[config.mk]
export PLATFORM = sky130hd
export DESIGN_NAME = lsw_top
export DESIGN_NICKNAME = d
export VERILOG_FILES = /design/src/lsw_pkg.sv /design/src/lsw_top.sv /design/src/lsw_switch_logic.sv
export SDC_FILE = /design/constraint.sdc
export NUM_CORES = 1
export LEC_CHECK = 0
export BUFFER_PORTS_ARGS = -buffer_cell sky130_fd_sc_hd__buf_2
export CAP_MARGIN = 20
export CORE_ASPECT_RATIO = 0.5
export CORE_UTILIZATION = 46
export CTS_CLUSTER_DIAMETER = 120
export CTS_CLUSTER_SIZE = 8
export DETAILED_ROUTE_END_ITERATION = 8
export PLACE_DENSITY_LB_ADDON = 0.12
export SLEW_MARGIN = 20
export SYNTH_ARGS = -nofsm -noshare
export SYNTH_HDL_FRONTEND = slang
export SYNTH_SLANG_ARGS = --single-unit
[constraint.sdc]
create_clock -name clk -period 2.5 [get_ports clk]
set_clock_uncertainty 0.2 [all_clocks]
set_input_delay 0.5 -clock clk [delete_from_list [all_inputs] [get_ports clk]]
set_output_delay 0.5 -clock clk [all_outputs]
set_load 0.03 [all_outputs]
[src/lsw_pkg.sv]
// Purpose: Shared constants and types for the limit switch enable control block
// Assumes: AXI4-Lite register access, 32-bit data, one word per register
// Notes: Register byte address is four times the printed register index
package lsw_pkg;

    // Register indices as printed, byte address is index times four
    localparam logic [7:0] LSW_IDX_SUPPLY_CTRL = 8'h0D;
    localparam logic [7:0] LSW_IDX_SUPPLY_REQ = 8'hB0;
    localparam logic [7:0] LSW_IDX_SWITCH_CTRL = 8'hC7;
    localparam logic [7:0] LSW_IDX_SWITCH_STAT = 8'hC8;
    localparam logic [7:0] LSW_IDX_SLOT_EVENT = 8'hC9;

    // Field positions
    localparam int LSW_BIT_ENABLE = 15;
    localparam int LSW_BIT_START_HI = 13;
    localparam int LSW_BIT_START_LO = 10;
    localparam int LSW_BIT_SHUT_HI = 9;
    localparam int LSW_BIT_SHUT_LO = 6;
    localparam int LSW_BIT_HIB_KEEP = 4;
    localparam int LSW_BIT_HIB_PROT = 1;
    localparam int LSW_BIT_ACT_PROT = 0;

    // Slot codes
    localparam logic [3:0] LSW_SLOT_NONE = 4'h0;
    localparam logic [3:0] LSW_SLOT_ACTIVE = 4'hF;

    // Reset values
    localparam logic LSW_RST_ENABLE = 1'b0;
    localparam logic [3:0] LSW_RST_START = 4'h0;
    localparam logic [3:0] LSW_RST_SHUT = 4'h0;
    localparam logic LSW_RST_HIB_KEEP = 1'b0;
    localparam logic LSW_RST_HIB_PROT = 1'b1;
    localparam logic LSW_RST_ACT_PROT = 1'b1;

    localparam logic [1:0] LSW_RESP_OKAY = 2'h0;
    localparam logic [1:0] LSW_RESP_SLVERR = 2'h2;

    // Power states reported by the surrounding power state machine
    typedef enum logic [2:0] {
        LSW_PS_OFF,
        LSW_PS_STARTUP,
        LSW_PS_PREACTIVE,
        LSW_PS_ACTIVE,
        LSW_PS_HIBERNATE,
        LSW_PS_SHUTDOWN,
        LSW_PS_LOWPOWER
    } lsw_pstate_e;

    // Sequencer event carrier
    typedef struct packed {
        logic startup_tick;
        logic shutdown_tick;
        logic [3:0] slot;
    } lsw_seq_s;

    // Switch outputs carrier
    typedef struct packed {
        logic switch_closed;
        logic bulk_detect_on;
    } lsw_drive_s;

endpackage

[src/lsw_top.sv]
// Purpose: Limit switch enable control with AXI4-Lite register access
// Assumes: Power state and sequencer slot ticks come from the power sequencer
// Notes: Summary of operation follows
// Summary of operation
// - Active state: switch follows enable request bit
// - Pre-active request waits until active state
// - Start-up slot code sets enable at slot
// - Shutdown slot clears enable; so does entering off state, unless a start-up slot event sets it that cycle
// - Custom modes substitute preset start-up slot
// - Hibernate opens switch unless keep bit set
// - Enable bit shared at two addresses
// - Enable is request; actual state in status
// - Bulk detection on while switch closed
// - Active, switch off: bulk follows active bit
// - Hibernate, switch off: bulk follows hibernate bit
//
// The AXI4-Lite slave port was left to the implementer.
`timescale 1ns/10ps
`default_nettype none
module lsw_top
    import lsw_pkg::*;
#(
    parameter logic [3:0] CUSTOM_START_SLOT = 4'h1
)(
    // Clock and reset
    input wire logic clk,
    input wire logic arst_n,
    // Power sequencer
    input wire lsw_pstate_e pstate,
    input wire lsw_seq_s seq,
    input wire logic dev_mode,
    // Switch drive
    output logic switch_closed,
    output logic bulk_detect_on,
    // AXI4-Lite write address
    input wire logic [31:0] s_axi_awaddr,
    input wire logic s_axi_awvalid,
    output logic s_axi_awready,
    // AXI4-Lite write data
    input wire logic [31:0] s_axi_wdata,
    input wire logic [3:0] s_axi_wstrb,
    input wire logic s_axi_wvalid,
    output logic s_axi_wready,
    // AXI4-Lite write response
    output logic [1:0] s_axi_bresp,
    output logic s_axi_bvalid,
    input wire logic s_axi_bready,
    // AXI4-Lite read address
    input wire logic [31:0] s_axi_araddr,
    input wire logic s_axi_arvalid,
    output logic s_axi_arready,
    // AXI4-Lite read data
    output logic [31:0] s_axi_rdata,
    output logic [1:0] s_axi_rresp,
    output logic s_axi_rvalid,
    input wire logic s_axi_rready
);
    logic enable_r;
    logic [3:0] start_slot_r;
    logic [3:0] shut_slot_r;
    logic hib_keep_r;
    logic hib_prot_r;
    logic act_prot_r;
    logic [3:0] last_start_r;
    logic [3:0] last_shut_r;
    lsw_pstate_e prev_ps_r;
    logic [31:0] awaddr_r;
    logic aw_held_r;
    logic [31:0] wdata_r;
    logic [3:0] wstrb_r;
    logic w_held_r;
    lsw_drive_s drive;

    logic [3:0] start_eff;
    logic [7:0] aw_idx;
    logic [7:0] ar_idx;
    logic wr_fire;
    logic wr_hit;
    logic wr_enable;
    logic wr_ctrl;
    logic start_evt;
    logic shut_evt;
    logic enter_active;
    logic enter_off;
    logic [15:0] ctrl_view;
    logic [31:0] rd_val;
    logic rd_hit;

    // Custom modes use the preset slot
    assign start_eff = dev_mode ? start_slot_r : CUSTOM_START_SLOT;

    assign aw_idx = awaddr_r[9:2];
    assign ar_idx = s_axi_araddr[9:2];
    assign wr_fire = aw_held_r & w_held_r & ~s_axi_bvalid;
    assign wr_enable = wr_fire & wstrb_r[1]
        & (aw_idx == LSW_IDX_SUPPLY_CTRL || aw_idx == LSW_IDX_SUPPLY_REQ);
    assign wr_ctrl = wr_fire & (aw_idx == LSW_IDX_SWITCH_CTRL);
    assign wr_hit = (aw_idx == LSW_IDX_SUPPLY_CTRL) || (aw_idx == LSW_IDX_SUPPLY_REQ)
        || (aw_idx == LSW_IDX_SWITCH_CTRL) || (aw_idx == LSW_IDX_SWITCH_STAT)
        || (aw_idx == LSW_IDX_SLOT_EVENT);

    // Sequencer slot events
    assign enter_active = (pstate == LSW_PS_ACTIVE) && (prev_ps_r != LSW_PS_ACTIVE);
    assign enter_off = (pstate == LSW_PS_OFF) && (prev_ps_r != LSW_PS_OFF);
    always_comb begin
        start_evt = 1'b0;
        if (start_eff == LSW_SLOT_ACTIVE) begin
            start_evt = enter_active;
        end else if (start_eff != LSW_SLOT_NONE) begin
            start_evt = seq.startup_tick && (seq.slot == start_eff);
        end
    end
    always_comb begin
        shut_evt = enter_off;
        if (shut_slot_r != LSW_SLOT_NONE && shut_slot_r != LSW_SLOT_ACTIVE) begin
            shut_evt = enter_off || (seq.shutdown_tick && (seq.slot == shut_slot_r));
        end
    end

    // Shared enable request bit, sequencer set wins over clears
    always_ff @(posedge clk or negedge arst_n) begin
        if (!arst_n) begin
            enable_r <= LSW_RST_ENABLE;
        end else if (start_evt) begin
            enable_r <= 1'b1;
        end else if (shut_evt) begin
            enable_r <= 1'b0;
        end else if (wr_enable) begin
            enable_r <= wdata_r[LSW_BIT_ENABLE];
        end
    end

    // Switch control fields
    always_ff @(posedge clk or negedge arst_n) begin
        if (!arst_n) begin
            start_slot_r <= LSW_RST_START;
            shut_slot_r <= LSW_RST_SHUT;
            hib_keep_r <= LSW_RST_HIB_KEEP;
            hib_prot_r <= LSW_RST_HIB_PROT;
            act_prot_r <= LSW_RST_ACT_PROT;
        end else if (wr_ctrl) begin
            if (wstrb_r[1]) begin
                start_slot_r <= wdata_r[LSW_BIT_START_HI:LSW_BIT_START_LO];
                shut_slot_r[3:2] <= wdata_r[LSW_BIT_SHUT_HI:8];
            end
            if (wstrb_r[0]) begin
                shut_slot_r[1:0] <= wdata_r[7:LSW_BIT_SHUT_LO];
                hib_keep_r <= wdata_r[LSW_BIT_HIB_KEEP];
                hib_prot_r <= wdata_r[LSW_BIT_HIB_PROT];
                act_prot_r <= wdata_r[LSW_BIT_ACT_PROT];
            end
        end
    end

    // Power state history and last seen slots
    always_ff @(posedge clk or negedge arst_n) begin
        if (!arst_n) begin
            prev_ps_r <= LSW_PS_OFF;
            last_start_r <= 4'h0;
            last_shut_r <= 4'h0;
        end else begin
            prev_ps_r <= pstate;
            if (seq.startup_tick) begin
                last_start_r <= seq.slot;
            end
            if (seq.shutdown_tick) begin
                last_shut_r <= seq.slot;
            end
        end
    end

    lsw_switch_logic u_logic (
        .clk(clk),
        .arst_n(arst_n),
        .pstate(pstate),
        .enable_req(enable_r),
        .hib_keep(hib_keep_r),
        .act_prot(act_prot_r),
        .hib_prot(hib_prot_r),
        .drive(drive)
    );
    assign switch_closed = drive.switch_closed;
    assign bulk_detect_on = drive.bulk_detect_on;

    // Write channel capture
    always_ff @(posedge clk or negedge arst_n) begin
        if (!arst_n) begin
            awaddr_r <= 32'h0000_0000;
            aw_held_r <= 1'b0;
            s_axi_awready <= 1'b1;
        end else if (s_axi_awvalid && s_axi_awready) begin
            awaddr_r <= s_axi_awaddr;
            aw_held_r <= 1'b1;
            s_axi_awready <= 1'b0;
        end else if (s_axi_bvalid && s_axi_bready) begin
            aw_held_r <= 1'b0;
            s_axi_awready <= 1'b1;
        end
    end

    always_ff @(posedge clk or negedge arst_n) begin
        if (!arst_n) begin
            wdata_r <= 32'h0000_0000;
            wstrb_r <= 4'h0;
            w_held_r <= 1'b0;
            s_axi_wready <= 1'b1;
        end else if (s_axi_wvalid && s_axi_wready) begin
            wdata_r <= s_axi_wdata;
            wstrb_r <= s_axi_wstrb;
            w_held_r <= 1'b1;
            s_axi_wready <= 1'b0;
        end else if (s_axi_bvalid && s_axi_bready) begin
            w_held_r <= 1'b0;
            s_axi_wready <= 1'b1;
        end
    end

    // Write response
    always_ff @(posedge clk or negedge arst_n) begin
        if (!arst_n) begin
            s_axi_bvalid <= 1'b0;
            s_axi_bresp <= LSW_RESP_OKAY;
        end else if (wr_fire) begin
            s_axi_bvalid <= 1'b1;
            s_axi_bresp <= wr_hit ? LSW_RESP_OKAY : LSW_RESP_SLVERR;
        end else if (s_axi_bvalid && s_axi_bready) begin
            s_axi_bvalid <= 1'b0;
        end
    end

    // Read decode
    assign ctrl_view = {2'b00, start_slot_r, shut_slot_r, 1'b0, hib_keep_r,
        2'b00, hib_prot_r, act_prot_r};
    always_comb begin
        rd_val = 32'h0000_0000;
        rd_hit = 1'b1;
        unique case (ar_idx)
            LSW_IDX_SUPPLY_CTRL, LSW_IDX_SUPPLY_REQ: rd_val[LSW_BIT_ENABLE] = enable_r;
            LSW_IDX_SWITCH_CTRL: rd_val[15:0] = ctrl_view;
            LSW_IDX_SWITCH_STAT: rd_val[1:0] = {drive.bulk_detect_on, drive.switch_closed};
            LSW_IDX_SLOT_EVENT: rd_val[7:0] = {last_shut_r, last_start_r};
            default: rd_hit = 1'b0;
        endcase
    end

    always_ff @(posedge clk or negedge arst_n) begin
        if (!arst_n) begin
            s_axi_arready <= 1'b1;
            s_axi_rvalid <= 1'b0;
            s_axi_rdata <= 32'h0000_0000;
            s_axi_rresp <= LSW_RESP_OKAY;
        end else if (s_axi_arvalid && s_axi_arready) begin
            s_axi_arready <= 1'b0;
            s_axi_rvalid <= 1'b1;
            s_axi_rdata <= rd_val;
            s_axi_rresp <= rd_hit ? LSW_RESP_OKAY : LSW_RESP_SLVERR;
        end else if (s_axi_rvalid && s_axi_rready) begin
            s_axi_rvalid <= 1'b0;
            s_axi_arready <= 1'b1;
        end
    end
endmodule // lsw_top
`default_nettype wire

[src/lsw_switch_logic.sv]
// Purpose: Effective switch and bulk detection decision from state and settings
// Assumes: Inputs synchronous to clk
// Notes: Outputs are registered
`timescale 1ns/10ps
`default_nettype none
module lsw_switch_logic
    import lsw_pkg::*;
(
    // Clock and reset
    input wire logic clk,
    input wire logic arst_n,
    // Power state and settings
    input wire lsw_pstate_e pstate,
    input wire logic enable_req,
    input wire logic hib_keep,
    input wire logic act_prot,
    input wire logic hib_prot,
    // Decision
    output lsw_drive_s drive
);
    logic closed_nxt;
    logic bulk_nxt;

    always_comb begin
        closed_nxt = 1'b0;
        unique case (pstate)
            LSW_PS_ACTIVE: closed_nxt = enable_req;
            LSW_PS_HIBERNATE: closed_nxt = enable_req & hib_keep;
            LSW_PS_SHUTDOWN: closed_nxt = enable_req;
            LSW_PS_STARTUP: closed_nxt = enable_req;
            LSW_PS_OFF, LSW_PS_PREACTIVE, LSW_PS_LOWPOWER: closed_nxt = 1'b0;
            default: closed_nxt = 1'b0;
        endcase
    end

    always_comb begin
        bulk_nxt = 1'b0;
        if (closed_nxt) begin
            bulk_nxt = 1'b1;
        end else if (pstate == LSW_PS_ACTIVE) begin
            bulk_nxt = act_prot;
        end else if (pstate == LSW_PS_HIBERNATE) begin
            bulk_nxt = hib_prot;
        end
    end

    always_ff @(posedge clk or negedge arst_n) begin
        if (!arst_n) begin
            drive <= '0;
        end else begin
            drive.switch_closed <= closed_nxt;
            drive.bulk_detect_on <= bulk_nxt;
        end
    end
endmodule // lsw_switch_logic
`default_nettype wire

==> flow_summary.ini <==
[setup_path]
crit_buf_inv = 0
worstPathCellList = nor3b_2 > nand4_1 > a2111oi_4 > mux2i_1 > o221ai_2
critPathMaxFanout = 4
cp.arrival_ns = 1.97
cp-end-kind = flip-flop
max_stage_delay_ns = 0.46
path_delay_family = compound AO/OA/AOI/OAI gates
cp.required_ns = 2.50
critPathKind = flip-flop to flip-flop
crit_path_top_delay_cell = a2111oi_4
start_kind = flip-flop

[clock_network]
cts_sinks = 71
tritoncts = done
cts_hold_buf = 1
worstSkewPairLatency_ns = 0.33
cts_root_buffer = clkbuf_16
htree_levels = 3
cts_resized = 0
cts_setup_buffers = 0
max-clock-path-buffers = 2
clk_pin_slew_worst_paths_ns = 0.05
numCtsBuffers = 9

[sta]
hold_violations = 0
max_slew_margin = 0.566
setup-tns-final_ns = 0
period_share = 0.785
setup_viol = 0
fmax_mhz = 509
period_minus_slack_ns = 1.96
rsz0062_at_grt = no
max_slew.worst_pin.slew_ns = 0.650
finalMaxSlewViolations = 0

[cells_and_area]
final-instance-count-excl-fill = 455
antenna_cells = 0
syn_to_final_growth_pct = 24.5
final_nets = 475
layout-drive-gt1-share = 0.391
fin_area_mm2 = 0.00403

[route]
wl_um = 6110
ant_nets = 0
first_pass_iters = 4
viasPerCell = 5.00
vias = 2277
drc = 0
routedWlPerCell_um = 13.4
drt-initial-drc-count = 111

[synthesis]
synth.area.top_cells = dfrtp_1 (51%), mux2_2 (14%), nand2_1 (5.2%), buf_4 (4.4%), dfstp_2 (4.1%)
ys_seq_area_frac = 0.551
ys_warn_count = 0
synth.avg_cell_area_um2 = 11.6
synth_top_area_share = 0.511
yosys.area.top_type = dfrtp_1
yosysUniqueCellTypes = 43
ys_seq_elements = 71
syn_inst = 279
syn_area_mm2 = 0.00323

[die]
die_height_um = 61.3
chipWidth_um = 121
core_mm2 = 0.00673
start_util = 0.481
top_level_ports = 160
dieArea_mm2 = 0.00739
rows = 21

[placement]
dpl.hpwl_um = 4540
place_inst = 438
dpl_cell_area_mm2 = 0.00364
place_congestion = 0.815
io_buffers = 70

[global_routing]
gr-usage-all-layers = 0.181
grt-ovfl-total = 0
first_global_vias = 2102
antenna_found_initial = 0
grt_max_degree = 72
grt_pass1_wl_um = 9910

[run]
maxCapViolations = 0

[power]
ir_drop_mv = 0.672
powerDensity_mw_per_mm2 = 965
p_leak_nw = 1.93

[worst_hold_path]
hp-class = input pin to flip-flop

[outcome]
status = finished, final reports clean
per-stage QoR:
step           hold slack [ns]  total power (W)   util  setup WS, ns
2_1_floorplan          0.00441          0.00212      -         0.738
5_1_grt                  0.121          0.00409  0.599         0.441
6_report                 0.122          0.00388  0.599         0.537
3_3_place_gp             0.249          0.00229  0.541         0.581
4_1_cts                  0.112          0.00394  0.599         0.518
3_5_place_dp             0.255          0.00233  0.541         0.535
placed cells by master (no fill, tap or decap), types with 5 or more instances in the layout:
cell,netlist,routed
a22oi_1,5,5
buf_2,0,70
clkbuf_16,0,9
conb_1,1,19
dfrtp_1,66,66
dfstp_2,5,5
inv_1,7,7
mux2_2,41,41
nand2_1,45,45
nand3_1,15,15
nor2_1,6,6
nor3_1,5,5
o21ai_0,12,12
Yosys cell counts:
| cell | instances |
|---|---|
| nor2b_1 | 1 |
| nor3_1 | 5 |
| clkbuf_1 | 4 |
| and3b_1 | 1 |
| a21oi_1 | 2 |
| nand4_1 | 4 |
| nor3_2 | 1 |
| nor4bb_1 | 1 |
| mux2i_1 | 4 |
| inv_1 | 7 |
| conb_1 | 1 |
| mux2_2 | 41 |
| o221ai_1 | 1 |
| o221ai_2 | 1 |
| a2111oi_4 | 1 |
| dfstp_2 | 5 |
| a222oi_1 | 1 |
| o21ai_0 | 12 |
| nand4b_1 | 2 |
| nor2_2 | 1 |
| a21boi_0 | 1 |
| nor4_1 | 1 |
| nand3_1 | 15 |
| a22o_1 | 2 |
| xnor2_1 | 3 |
| a211o_1 | 1 |
| a31oi_1 | 2 |
| a211oi_1 | 2 |
| nand3_2 | 1 |
| nor4b_1 | 2 |
| nand2b_1 | 4 |
| buf_4 | 19 |
| nor2_1 | 6 |
| and2_1 | 1 |
| o31ai_1 | 1 |
| nor3b_1 | 1 |
| or3b_1 | 1 |
| or3_1 | 1 |
| nor3b_2 | 2 |
| dfrtp_1 | 66 |
| a22oi_1 | 5 |
| a21o_2 | 1 |
| nand2_1 | 45 |
logic make-up after synthesis:
kind of cell	after synthesis	share of synthesized area
mux	45	0.155
other cells	1	0.00116
flops	71	0.551
compound gates	33	0.0762
simple gates	96	0.151
buf+inv	30	0.0569
xor+xnor	3	0.00813
worst paths after layout:
path	start	slack [ns]	depth (start not counted)	end
hold reg to reg	s_axi_rdata[10]	0.26	2	s_axi_rdata[10]
setup / recovery	awaddr_r[2]	0.54	5	enable_r
max in group asynchronous	arst_n	1.23	3	hib_prot_r
setup reg to reg	awaddr_r[2]	0.54	5	enable_r
min in group asynchronous	arst_n	0.52	3	s_axi_rdata[10]
hold / removal	s_axi_awvalid	0.12	2	s_axi_awready
registers in the layout, summed over array words and instances (netlist names), 2 cells and up:
signal and cells:
wdata_r 12, last_start_r 4, wstrb_r 2, u_logic.drive 2, start_slot_r 4, last_shut_r 4, prev_ps_r 3, awaddr_r 8
s_axi_rdata 15, shut_slot_r 4
routing by layer:
metal	up-vias	part of all wire	GRT usage
met4	0	0.0070	0.0617
met5	-	0	0
met2	76	0.44	0.277
met3	5	0.071	0.0787
li1	1110	-	-
met1	1086	0.48	0.235
power by group:
group          total, W  internal, W  switching, W
sequential      0.00162      0.00143      0.000192
combinational  0.000675     0.000322      0.000353
clock           0.00159      0.00113      0.000458
cell type report:
class / count / area [um2]
Fill cell: 548 / 2700
Sequential cell: 71 / 1780
Multi-Input combinational cell: 196 / 1330
Timing Repair Buffer: 73 / 388
Clock buffer: 11 / 253
Clock inverter: 5 / 128
Tap cell: 92 / 115
Inverter: 7 / 26.3
Note: power is estimated with default switching activity, not from simulation.
